**config.mk**
```make
export PLATFORM = sky130hd
export DESIGN_NAME = hsc_serdes_ctl
export DESIGN_NICKNAME = d
export VERILOG_FILES = /design/src/common/hsc_pkg.sv /design/src/design/hsc_ctl_reg.sv /design/src/design/hsc_serdes_ctl.sv
export SDC_FILE = /design/constraint.sdc
export NUM_CORES = 1
export LEC_CHECK = 0
export BUFFER_PORTS_ARGS = -buffer_cell sky130_fd_sc_hd__buf_4
export CAP_MARGIN = 0
export CORE_MARGIN = 2
export CORE_UTILIZATION = 50
export DETAILED_ROUTE_END_ITERATION = 10
export PLACE_DENSITY = 0.84
export SETUP_SLACK_MARGIN = 0.15
export SLEW_MARGIN = 15
export SYNTH_ARGS = -nofsm -noshare
export SYNTH_HDL_FRONTEND = slang
export SYNTH_SLANG_ARGS = --single-unit
```
**constraint.sdc**
```tcl
create_clock -name MCLK -period 2.4 [get_ports MCLK]
set_input_delay 0.12 -clock MCLK [delete_from_list [all_inputs] [get_ports MCLK]]
set_output_delay 0.12 -clock MCLK [all_outputs]
set_load 0.005 [all_outputs]
```
**src/common/hsc_pkg.sv**
```systemverilog
// constants, carriers and decode functions for the serdes control bank
package hsc_pkg;

  localparam logic [4:0] HSC_DEVAD = 5'h1e;
  localparam logic [15:0] HSC_PLL_ADDR = 16'h0002;
  localparam logic [15:0] HSC_TRX_ADDR = 16'h0003;
  localparam logic [15:0] HSC_PLL_RESET = 16'h811d;
  localparam logic [15:0] HSC_TRX_RESET = 16'h8848;

  // pll control field positions
  localparam int HSC_PLL_VENDOR_HI = 15;
  localparam int HSC_PLL_VENDOR_LO = 10;
  localparam int HSC_LOOP_BW_HI = 9;
  localparam int HSC_LOOP_BW_LO = 8;
  localparam int HSC_PLL_ON_BIT = 4;
  localparam int HSC_MULT_HI = 3;
  localparam int HSC_MULT_LO = 0;

  // transmit/receive control field positions
  localparam int HSC_SWING_HI = 15;
  localparam int HSC_SWING_LO = 12;
  localparam int HSC_TX_ON_BIT = 11;
  localparam int HSC_EQ_FREEZE_BIT = 10;
  localparam int HSC_TX_RATE_HI = 9;
  localparam int HSC_TX_RATE_LO = 8;
  localparam int HSC_TRX_VENDOR_HI = 7;
  localparam int HSC_TRX_VENDOR_LO = 4;
  localparam int HSC_RX_ON_BIT = 3;
  localparam int HSC_RX_RATE_HI = 2;
  localparam int HSC_RX_RATE_LO = 0;

  localparam logic [1:0] HSC_LOOP_BW_RSVD = 2'h0;

  typedef struct packed {
    logic rd;
    logic wr;
    logic [4:0] devad;
    logic [15:0] regad;
    logic [15:0] wdata;
  } hsc_mgmt_req_t;

  typedef struct packed {
    logic pll_on;
    logic transmitter_on;
    logic receiver_on;
    logic eq_freeze;
    logic [1:0] loop_bw;
    logic loop_bw_rsvd;
    logic [3:0] mult;
    logic [6:0] mult_x4;
    logic mult_rsvd;
    logic [3:0] swing;
    logic [1:0] tx_rate;
    logic [2:0] rx_rate;
    logic [1:0] rx_div_log2;
    logic rx_rate_rsvd;
    logic [5:0] pll_vendor;
    logic [3:0] trx_vendor;
  } hsc_ctl_t;

  // multiplier in quarter steps, zero for reserved codes
  function automatic logic [6:0] hsc_mult_x4(input logic [3:0] code);
    unique case (code)
      4'h2: hsc_mult_x4 = 7'h10;
      4'h3: hsc_mult_x4 = 7'h14;
      4'h4: hsc_mult_x4 = 7'h18;
      4'h5: hsc_mult_x4 = 7'h20;
      4'h6: hsc_mult_x4 = 7'h21;
      4'h7: hsc_mult_x4 = 7'h28;
      4'h8: hsc_mult_x4 = 7'h30;
      4'h9: hsc_mult_x4 = 7'h32;
      4'ha: hsc_mult_x4 = 7'h3c;
      4'hb: hsc_mult_x4 = 7'h40;
      4'hc: hsc_mult_x4 = 7'h42;
      4'hd: hsc_mult_x4 = 7'h50;
      4'he: hsc_mult_x4 = 7'h64;
      default: hsc_mult_x4 = 7'h00;
    endcase
  endfunction : hsc_mult_x4

  // receive rate to {reserved, log2 divider}
  function automatic logic [2:0] hsc_rx_div(input logic [2:0] code);
    unique case (code)
      3'h0: hsc_rx_div = 3'h0;
      3'h5: hsc_rx_div = 3'h1;
      3'h6: hsc_rx_div = 3'h2;
      3'h7: hsc_rx_div = 3'h3;
      default: hsc_rx_div = 3'h4;
    endcase
  endfunction : hsc_rx_div

endpackage : hsc_pkg

```
**src/design/hsc_ctl_reg.sv**
```systemverilog
// one 16-bit read/write control register with a reset value
module hsc_ctl_reg
  import hsc_pkg::*;
#(
  parameter logic [15:0] RESET_VALUE = 16'h0000
)
(
  input wire logic clk,
  input wire logic rst_n,
  input wire logic wr_en,
  input wire logic [15:0] wdata,
  output logic [15:0] q
);

  always_ff @(posedge clk)
  begin
    if (!rst_n)
      q <= RESET_VALUE;
    else if (wr_en)
      q <= wdata;
  end

endmodule : hsc_ctl_reg

```
**src/design/hsc_serdes_ctl.sv**
```systemverilog
// serdes pll and transmit/receive control register bank
module hsc_serdes_ctl
  import hsc_pkg::*;
(
  input wire logic MCLK,
  input wire logic RST_N,
  input wire hsc_mgmt_req_t MGMT_REQ,
  output logic [15:0] MGMT_RDATA,
  output logic MGMT_RVALID,
  output logic MGMT_RHIT,
  input wire logic CHANNEL_DATAPATH_SLEEP_PIN_N,
  input wire logic DATAPATH_SLEEP,
  input wire logic REFCLK_FREQUENCY_SELECT_HI,
  input wire logic RATE_OVERRIDE,
  input wire logic [3:0] AUTO_MULT,
  input wire logic [1:0] AUTO_TX_RATE,
  input wire logic [2:0] AUTO_RX_RATE,
  output hsc_ctl_t SERDES_CTL
);

  logic [15:0] pll_q;
  logic [15:0] trx_q;
  hsc_ctl_t next_ctl;
  logic [15:0] next_rdata;
  logic [2:0] rx_dec;

  // address decode
  wire dev_hit = MGMT_REQ.devad == HSC_DEVAD;
  wire pll_sel = dev_hit && MGMT_REQ.regad == HSC_PLL_ADDR;
  wire trx_sel = dev_hit && MGMT_REQ.regad == HSC_TRX_ADDR;
  wire pll_wr = MGMT_REQ.wr && pll_sel;
  wire trx_wr = MGMT_REQ.wr && trx_sel;
  wire power_off = !CHANNEL_DATAPATH_SLEEP_PIN_N || DATAPATH_SLEEP;
  wire use_manual = REFCLK_FREQUENCY_SELECT_HI || RATE_OVERRIDE;

  hsc_ctl_reg #(.RESET_VALUE(HSC_PLL_RESET)) u_pll_reg
  (
    .clk(MCLK),
    .rst_n(RST_N),
    .wr_en(pll_wr),
    .wdata(MGMT_REQ.wdata),
    .q(pll_q)
  );

  hsc_ctl_reg #(.RESET_VALUE(HSC_TRX_RESET)) u_trx_reg
  (
    .clk(MCLK),
    .rst_n(RST_N),
    .wr_en(trx_wr),
    .wdata(MGMT_REQ.wdata),
    .q(trx_q)
  );

  // readback of stored values, unmapped reads return zero
  assign next_rdata = pll_sel ? pll_q : (trx_sel ? trx_q : 16'h0000);

  // effective controls
  assign next_ctl.pll_on = pll_q[HSC_PLL_ON_BIT] && !power_off;
  assign next_ctl.transmitter_on = trx_q[HSC_TX_ON_BIT] && !power_off;
  assign next_ctl.receiver_on = trx_q[HSC_RX_ON_BIT] && !power_off;
  assign next_ctl.eq_freeze = trx_q[HSC_EQ_FREEZE_BIT];
  assign next_ctl.loop_bw = pll_q[HSC_LOOP_BW_HI:HSC_LOOP_BW_LO];
  assign next_ctl.loop_bw_rsvd = next_ctl.loop_bw == HSC_LOOP_BW_RSVD;
  assign next_ctl.mult = use_manual ? pll_q[HSC_MULT_HI:HSC_MULT_LO] : AUTO_MULT;
  assign next_ctl.mult_x4 = hsc_mult_x4(next_ctl.mult);
  assign next_ctl.mult_rsvd = next_ctl.mult_x4 == 7'h00;
  assign next_ctl.swing = trx_q[HSC_SWING_HI:HSC_SWING_LO];
  assign next_ctl.tx_rate = use_manual ? trx_q[HSC_TX_RATE_HI:HSC_TX_RATE_LO]
                                       : AUTO_TX_RATE;
  assign next_ctl.rx_rate = use_manual ? trx_q[HSC_RX_RATE_HI:HSC_RX_RATE_LO]
                                       : AUTO_RX_RATE;
  assign rx_dec = hsc_rx_div(next_ctl.rx_rate);
  assign next_ctl.rx_div_log2 = rx_dec[1:0];
  assign next_ctl.rx_rate_rsvd = rx_dec[2];
  assign next_ctl.pll_vendor = pll_q[HSC_PLL_VENDOR_HI:HSC_PLL_VENDOR_LO];
  assign next_ctl.trx_vendor = trx_q[HSC_TRX_VENDOR_HI:HSC_TRX_VENDOR_LO];

  always_ff @(posedge MCLK)
  begin
    if (!RST_N)
    begin
      SERDES_CTL <= '0;
      MGMT_RDATA <= 16'h0000;
      MGMT_RVALID <= 1'b0;
      MGMT_RHIT <= 1'b0;
    end
    else
    begin
      SERDES_CTL <= next_ctl;
      MGMT_RDATA <= MGMT_REQ.rd ? next_rdata : 16'h0000;
      MGMT_RVALID <= MGMT_REQ.rd;
      MGMT_RHIT <= MGMT_REQ.rd && (pll_sel || trx_sel);
    end
  end

  // checks
  property p_pll_reset;
    @(posedge MCLK) !RST_N |=> pll_q == HSC_PLL_RESET;
  endproperty
  a_pll_reset: assert property (p_pll_reset) else $error("pll reset value wrong");

  property p_trx_reset;
    @(posedge MCLK) !RST_N |=> trx_q == HSC_TRX_RESET && trx_q[HSC_SWING_HI:HSC_SWING_LO] == 4'h8;
  endproperty
  a_trx_reset: assert property (p_trx_reset) else $error("trx reset value wrong");

  property p_pll_write;
    @(posedge MCLK) disable iff (!RST_N) pll_wr |=> pll_q == $past(MGMT_REQ.wdata);
  endproperty
  a_pll_write: assert property (p_pll_write) else $error("pll write lost");

  property p_pll_off;
    @(posedge MCLK) disable iff (!RST_N) power_off |=> !SERDES_CTL.pll_on;
  endproperty
  a_pll_off: assert property (p_pll_off) else $error("pll not forced off");

  property p_tx_off;
    @(posedge MCLK) disable iff (!RST_N)
      (!CHANNEL_DATAPATH_SLEEP_PIN_N || DATAPATH_SLEEP) |=> !SERDES_CTL.transmitter_on;
  endproperty
  a_tx_off: assert property (p_tx_off) else $error("transmitter not forced off");

  property p_rx_on;
    @(posedge MCLK) disable iff (!RST_N)
      !power_off && trx_q[HSC_RX_ON_BIT] |=> SERDES_CTL.receiver_on;
  endproperty
  a_rx_on: assert property (p_rx_on) else $error("receiver enable wrong");

  property p_mult_auto;
    @(posedge MCLK) disable iff (!RST_N) !use_manual |=> SERDES_CTL.mult == $past(AUTO_MULT);
  endproperty
  a_mult_auto: assert property (p_mult_auto) else $error("auto multiplier not used");

  property p_rate_manual;
    @(posedge MCLK) disable iff (!RST_N)
      use_manual |=> SERDES_CTL.tx_rate == $past(trx_q[HSC_TX_RATE_HI:HSC_TX_RATE_LO]);
  endproperty
  a_rate_manual: assert property (p_rate_manual) else $error("manual tx rate not used");

  property p_readback;
    @(posedge MCLK) disable iff (!RST_N)
      MGMT_REQ.rd && trx_sel |=> MGMT_RVALID && MGMT_RDATA == $past(trx_q);
  endproperty
  a_readback: assert property (p_readback) else $error("readback mismatch");

  property p_eq_freeze;
    @(posedge MCLK) disable iff (!RST_N)
      SERDES_CTL.eq_freeze == $past(trx_q[HSC_EQ_FREEZE_BIT]);
  endproperty
  a_eq_freeze: assert property (p_eq_freeze) else $error("equalizer freeze wrong");

  property p_mult_decode;
    @(posedge MCLK) disable iff (!RST_N)
      SERDES_CTL.mult == 4'hd |-> SERDES_CTL.mult_x4 == 7'h50 && !SERDES_CTL.mult_rsvd;
  endproperty
  a_mult_decode: assert property (p_mult_decode) else $error("multiplier decode wrong");

  property p_rx_decode;
    @(posedge MCLK) disable iff (!RST_N)
      SERDES_CTL.rx_rate == 3'h5 |-> SERDES_CTL.rx_div_log2 == 2'h1 && !SERDES_CTL.rx_rate_rsvd;
  endproperty
  a_rx_decode: assert property (p_rx_decode) else $error("rx rate decode wrong");

  property p_bw_rsvd;
    @(posedge MCLK) disable iff (!RST_N)
      $past(RST_N) |-> SERDES_CTL.loop_bw == $past(pll_q[HSC_LOOP_BW_HI:HSC_LOOP_BW_LO]) &&
        SERDES_CTL.loop_bw_rsvd == (SERDES_CTL.loop_bw == 2'h0);
  endproperty
  a_bw_rsvd: assert property (p_bw_rsvd) else $error("loop bandwidth flag wrong");

  property p_swing_track;
    @(posedge MCLK) disable iff (!RST_N)
      $past(RST_N) |-> SERDES_CTL.swing == $past(trx_q[HSC_SWING_HI:HSC_SWING_LO]);
  endproperty
  a_swing_track: assert property (p_swing_track) else $error("swing not applied");

  property p_vendor_keep;
    @(posedge MCLK) disable iff (!RST_N)
      $past(RST_N) |->
        SERDES_CTL.pll_vendor == $past(pll_q[HSC_PLL_VENDOR_HI:HSC_PLL_VENDOR_LO]) &&
        SERDES_CTL.trx_vendor == $past(trx_q[HSC_TRX_VENDOR_HI:HSC_TRX_VENDOR_LO]);
  endproperty
  a_vendor_keep: assert property (p_vendor_keep) else $error("vendor field not kept");

  property p_foreign_write;
    @(posedge MCLK) disable iff (!RST_N)
      MGMT_REQ.wr && !pll_sel && !trx_sel |=> pll_q == $past(pll_q) && trx_q == $past(trx_q);
  endproperty
  a_foreign_write: assert property (p_foreign_write) else $error("stray write landed");

  property p_sleep_write;
    @(posedge MCLK) disable iff (!RST_N)
      power_off && trx_wr |=> trx_q == $past(MGMT_REQ.wdata);
  endproperty
  a_sleep_write: assert property (p_sleep_write) else $error("datapath_sleep write lost");

  property p_cov_sleep_write;
    @(posedge MCLK) disable iff (!RST_N) DATAPATH_SLEEP && pll_wr;
  endproperty
  c_sleep_write: cover property (p_cov_sleep_write);

  property p_cov_manual_mult;
    @(posedge MCLK) disable iff (!RST_N) use_manual && pll_wr ##2 SERDES_CTL.mult_rsvd;
  endproperty
  c_manual_mult: cover property (p_cov_manual_mult);

  property p_cov_read_after_write;
    @(posedge MCLK) disable iff (!RST_N) trx_wr ##2 (MGMT_REQ.rd && trx_sel);
  endproperty
  c_read_after_write: cover property (p_cov_read_after_write);

  property p_cov_pin_write;
    @(posedge MCLK) disable iff (!RST_N) !CHANNEL_DATAPATH_SLEEP_PIN_N && trx_wr;
  endproperty
  c_pin_write: cover property (p_cov_pin_write);

  property p_cov_rd_wr_same;
    @(posedge MCLK) disable iff (!RST_N) MGMT_REQ.rd && trx_wr;
  endproperty
  c_rd_wr_same: cover property (p_cov_rd_wr_same);

endmodule : hsc_serdes_ctl

```
==> impl_metrics.toml <==
[finish]
diodes = 0
area_delta_synth_final_pct = 29.94
drive_above_1_share_pct = 29.68
design_area_um2 = 4546
layout.nets = 520

[route]
drtIter0Drc = 144
drt_first_pass_iters = 5
vias_per_cell = 5.301
ant_nets = 0
wl_um = 8272
routedWlPerCell_um = 14.75
vias = 2974
drc = 0

[critical_path]
cp_cell_sequence = "mux2i_1 > inv_1 > ha_1 > nor2_1 > nor3_1 > o32a_1 > nor4_1"
required_ns = 2.65
reg2regPathDepth = 7
crit_slowest_cell = "dfxtp_1"
crit_type = "register to register"
r2r-start = "u_pll_reg.q[1]"
crit_family = "simple AND/OR/NAND/NOR gates"
critPathMaxFanout = 7
ff2ff_setup_slack_ns = 0.53
slowest_delay_ns = 0.39
cp.buffers_inverters = 1
cp-end-kind = "register"
worst_setup_path_start_kind = "register"
r2r_end = "SERDES_CTL[22]"
crit_arrival_ns = 2.12

[worst_hold_path]
worstHoldPathType = "input port to register"
hold_path_depth = 3
worst_hold_path.endpoint = "u_pll_reg.q[2]"
min_from = "MGMT_REQ[2]"

[placement]
hpwl_um = 5706
portBuffers = 112
place_area_um2 = 4370
place_congestion = 0.8217

[synthesis]
synth.avg_cell_area_um2 = 9.718
yosysUniqueCellTypes = 46
ys_async_sr_fraction_pct = 0
synth.cell_area_um2 = 3498
ys.flop_type = "dfxtp_1"
synth_seq_cells = 91
netlist_instances = 360
ys_seq_area_share_pct = 52.07
yosys_warnings = 0
synth-edff-count = 0
synth_nets = 419

[sta]
rsz0062_at_grt = "false"
finClkSkew_ns = 0.008244
maxSlewHeadroom_pct = 49.87
min_period_ns = 1.873
fin_crit_sh_pct = 78.05
slew_viol_final = 0
max_freq_ghz = 0.5338
fin_tns_setup_ns = 0
finalHoldViolCount = 0
tightest_slew_ns = 0.7496
setup_violations = 0

[die]
ios = 113
die_y_um = 87.65
fp.dieArea_um2 = 7682
coreArea_um2 = 6794
die_x_um = 87.65
std_cell_rows = 30
start_util_pct = 51.49

[status]
status = "complete, no violations"

[clocking]
path_clk_slew_ns = 0.09
post_cts.repair.setup_buffers = 0
hold_buffers = 0
cts_tree = "yes"
numCtsBuffers = 9
htreeDepth = 3
cts_resized = 0
cts_buffer_depth = 2
clock_latency_ns = 0.35
cts.sinks = 91
clock_tree.root_cell = "clkbuf_8"

[global_routing]
first_global_vias = 2919
antenna_found_initial = 0
grt_max_degree = 68
grt_usage_pct = 21.84
grt_pass1_wl_um = 13190
grt-ovfl-total = 0

[power]
powerDensity_nw_per_um2 = 588.4
vdd_drop_max_mv = 0.2488
power_leakage_nw = 1.921

[run]
maxCapViolCount = 0
-- metal layers --
layer | GRT usage (%) | share of wire, %
met5 | 0 | 0
met4 | 7.133 | 1.3
met3 | 4.524 | 6.9
met2 | 36.36 | 50
met1 | 28.43 | 42
-- through the flow --
step	worst slack, ns	power (mW)	utilization, %	instances	hold WS, ns
after floorplan	0.7016	1.662	-	360	0.2572
after global placement	0.4379	1.786	64.33	546	0.3607
after detailed placement	0.2516	1.788	64.33	546	0.3657
after CTS	0.4840	2.692	66.91	561	0.001850
after global routing	0.3383	2.774	66.91	561	0.02122
final	0.5268	2.675	66.91	561	0.01168
-- cell families after synthesis --
logic type	count (synthesis)	share of synthesized area (%)
adders and majority gates	5	1.788
buffers and inverters	30	3.719
muxes	26	7.439
and+or+nand+nor	135	21.78
DFF	91	52.07
AOI/OAI and AO/OA	73	13.20
-- Yosys cell counts, types with 2 or more instances --
cell | n | area share (%)
a211oi_1 | 3 | 0.64
and2_1 | 23 | 4.1
nand4_1 | 2 | 0.36
buf_4 | 2 | 0.43
nor3_1 | 3 | 0.43
inv_1 | 4 | 0.43
nor4_1 | 3 | 0.54
a21boi_1 | 24 | 5.2
ha_1 | 5 | 1.8
o211ai_1 | 2 | 0.43
dfxtp_1 | 91 | 52
o21ai_1 | 29 | 4.1
nand3_1 | 44 | 6.3
and4_1 | 2 | 0.50
a21oi_1 | 2 | 0.29
nor2b_1 | 4 | 0.72
o21ai_0 | 6 | 0.86
and3_1 | 2 | 0.36
nor2_1 | 22 | 2.4
a21boi_0 | 2 | 0.43
or3_1 | 2 | 0.36
buf_2 | 8 | 1.1
clkbuf_1 | 14 | 1.5
nand2_1 | 10 | 1.1
nand2b_1 | 2 | 0.36
mux2i_1 | 26 | 7.4
nor3b_1 | 4 | 0.86
-- worst register-to-register path: cells and delay by family (launching register included) --
family	cells	cell delay (ns)
and+or+nand+nor	3	0.49
DFF	1	0.39
muxes	1	0.32
adders and majority gates	1	0.26
buffers and inverters	1	0.14
AOI/OAI and AO/OA	1	0.18
-- how the worst max path moves through the flow --
stage,to,slack [ns],cells past startpoint,from
global route,SERDES_CTL[22],0.34,7,u_pll_reg.q[1]
CTS,SERDES_CTL[22],0.48,7,u_pll_reg.q[1]
finish,SERDES_CTL[22],0.53,7,u_pll_reg.q[1]
detailed placement,SERDES_CTL[22],0.25,9,RATE_OVERRIDE
global placement,SERDES_CTL[22],0.44,7,RATE_OVERRIDE
floorplan,SERDES_CTL[22],0.70,6,u_pll_reg.q[1]
-- state kept, by name, indices dropped and copies added (netlist names) --
name         cells
SERDES_CTL      41
MGMT_RDATA      16
u_pll_reg.q     16
u_trx_reg.q     16
MGMT_RHIT        1
MGMT_RVALID      1
-- area by class of cell --
class	instances	area [um^2]
multi-input combinational	239	1546
tap	96	120.1
fill	543	2248
clock inverter	5	37.54
inverter	5	18.77
clock buffer	10	137.6
timing repair buffer	115	863.3
sequential	91	1822
-- where the power goes --
part / internal (mW) / leakage, nW / total (mW) / switching [mW]
clock: 0.402 / 0.0848 / 0.923 / 0.521
sequential: 1.53 / 0.738 / 1.53 / 0.00469
combinational: 0.122 / 1.10 / 0.220 / 0.0980
-- cell usage in the layout (no fill, tap or decap), types with 2 or more instances in the layout --
master        n
a21oi_1       2
a21boi_0      2
inv_1         4
clkbuf_8     10
or3_1         2
a21boi_1     24
nand4_1       2
nor2b_1       4
nand2b_1      2
o211ai_1      2
and4_1        2
ha_1          5
o21ai_0       6
dfxtp_1      91
and2_1       23
clkinvlp_4    2
nand3_1      44
o21ai_1      29
nor4_1        3
a211oi_1      3
buf_4       115
nor3_1        3
nand2_1      10
mux2i_1      26
nor3b_1       4
and3_1        2
nor2_1       22
Power figures use the tool's default switching activity.
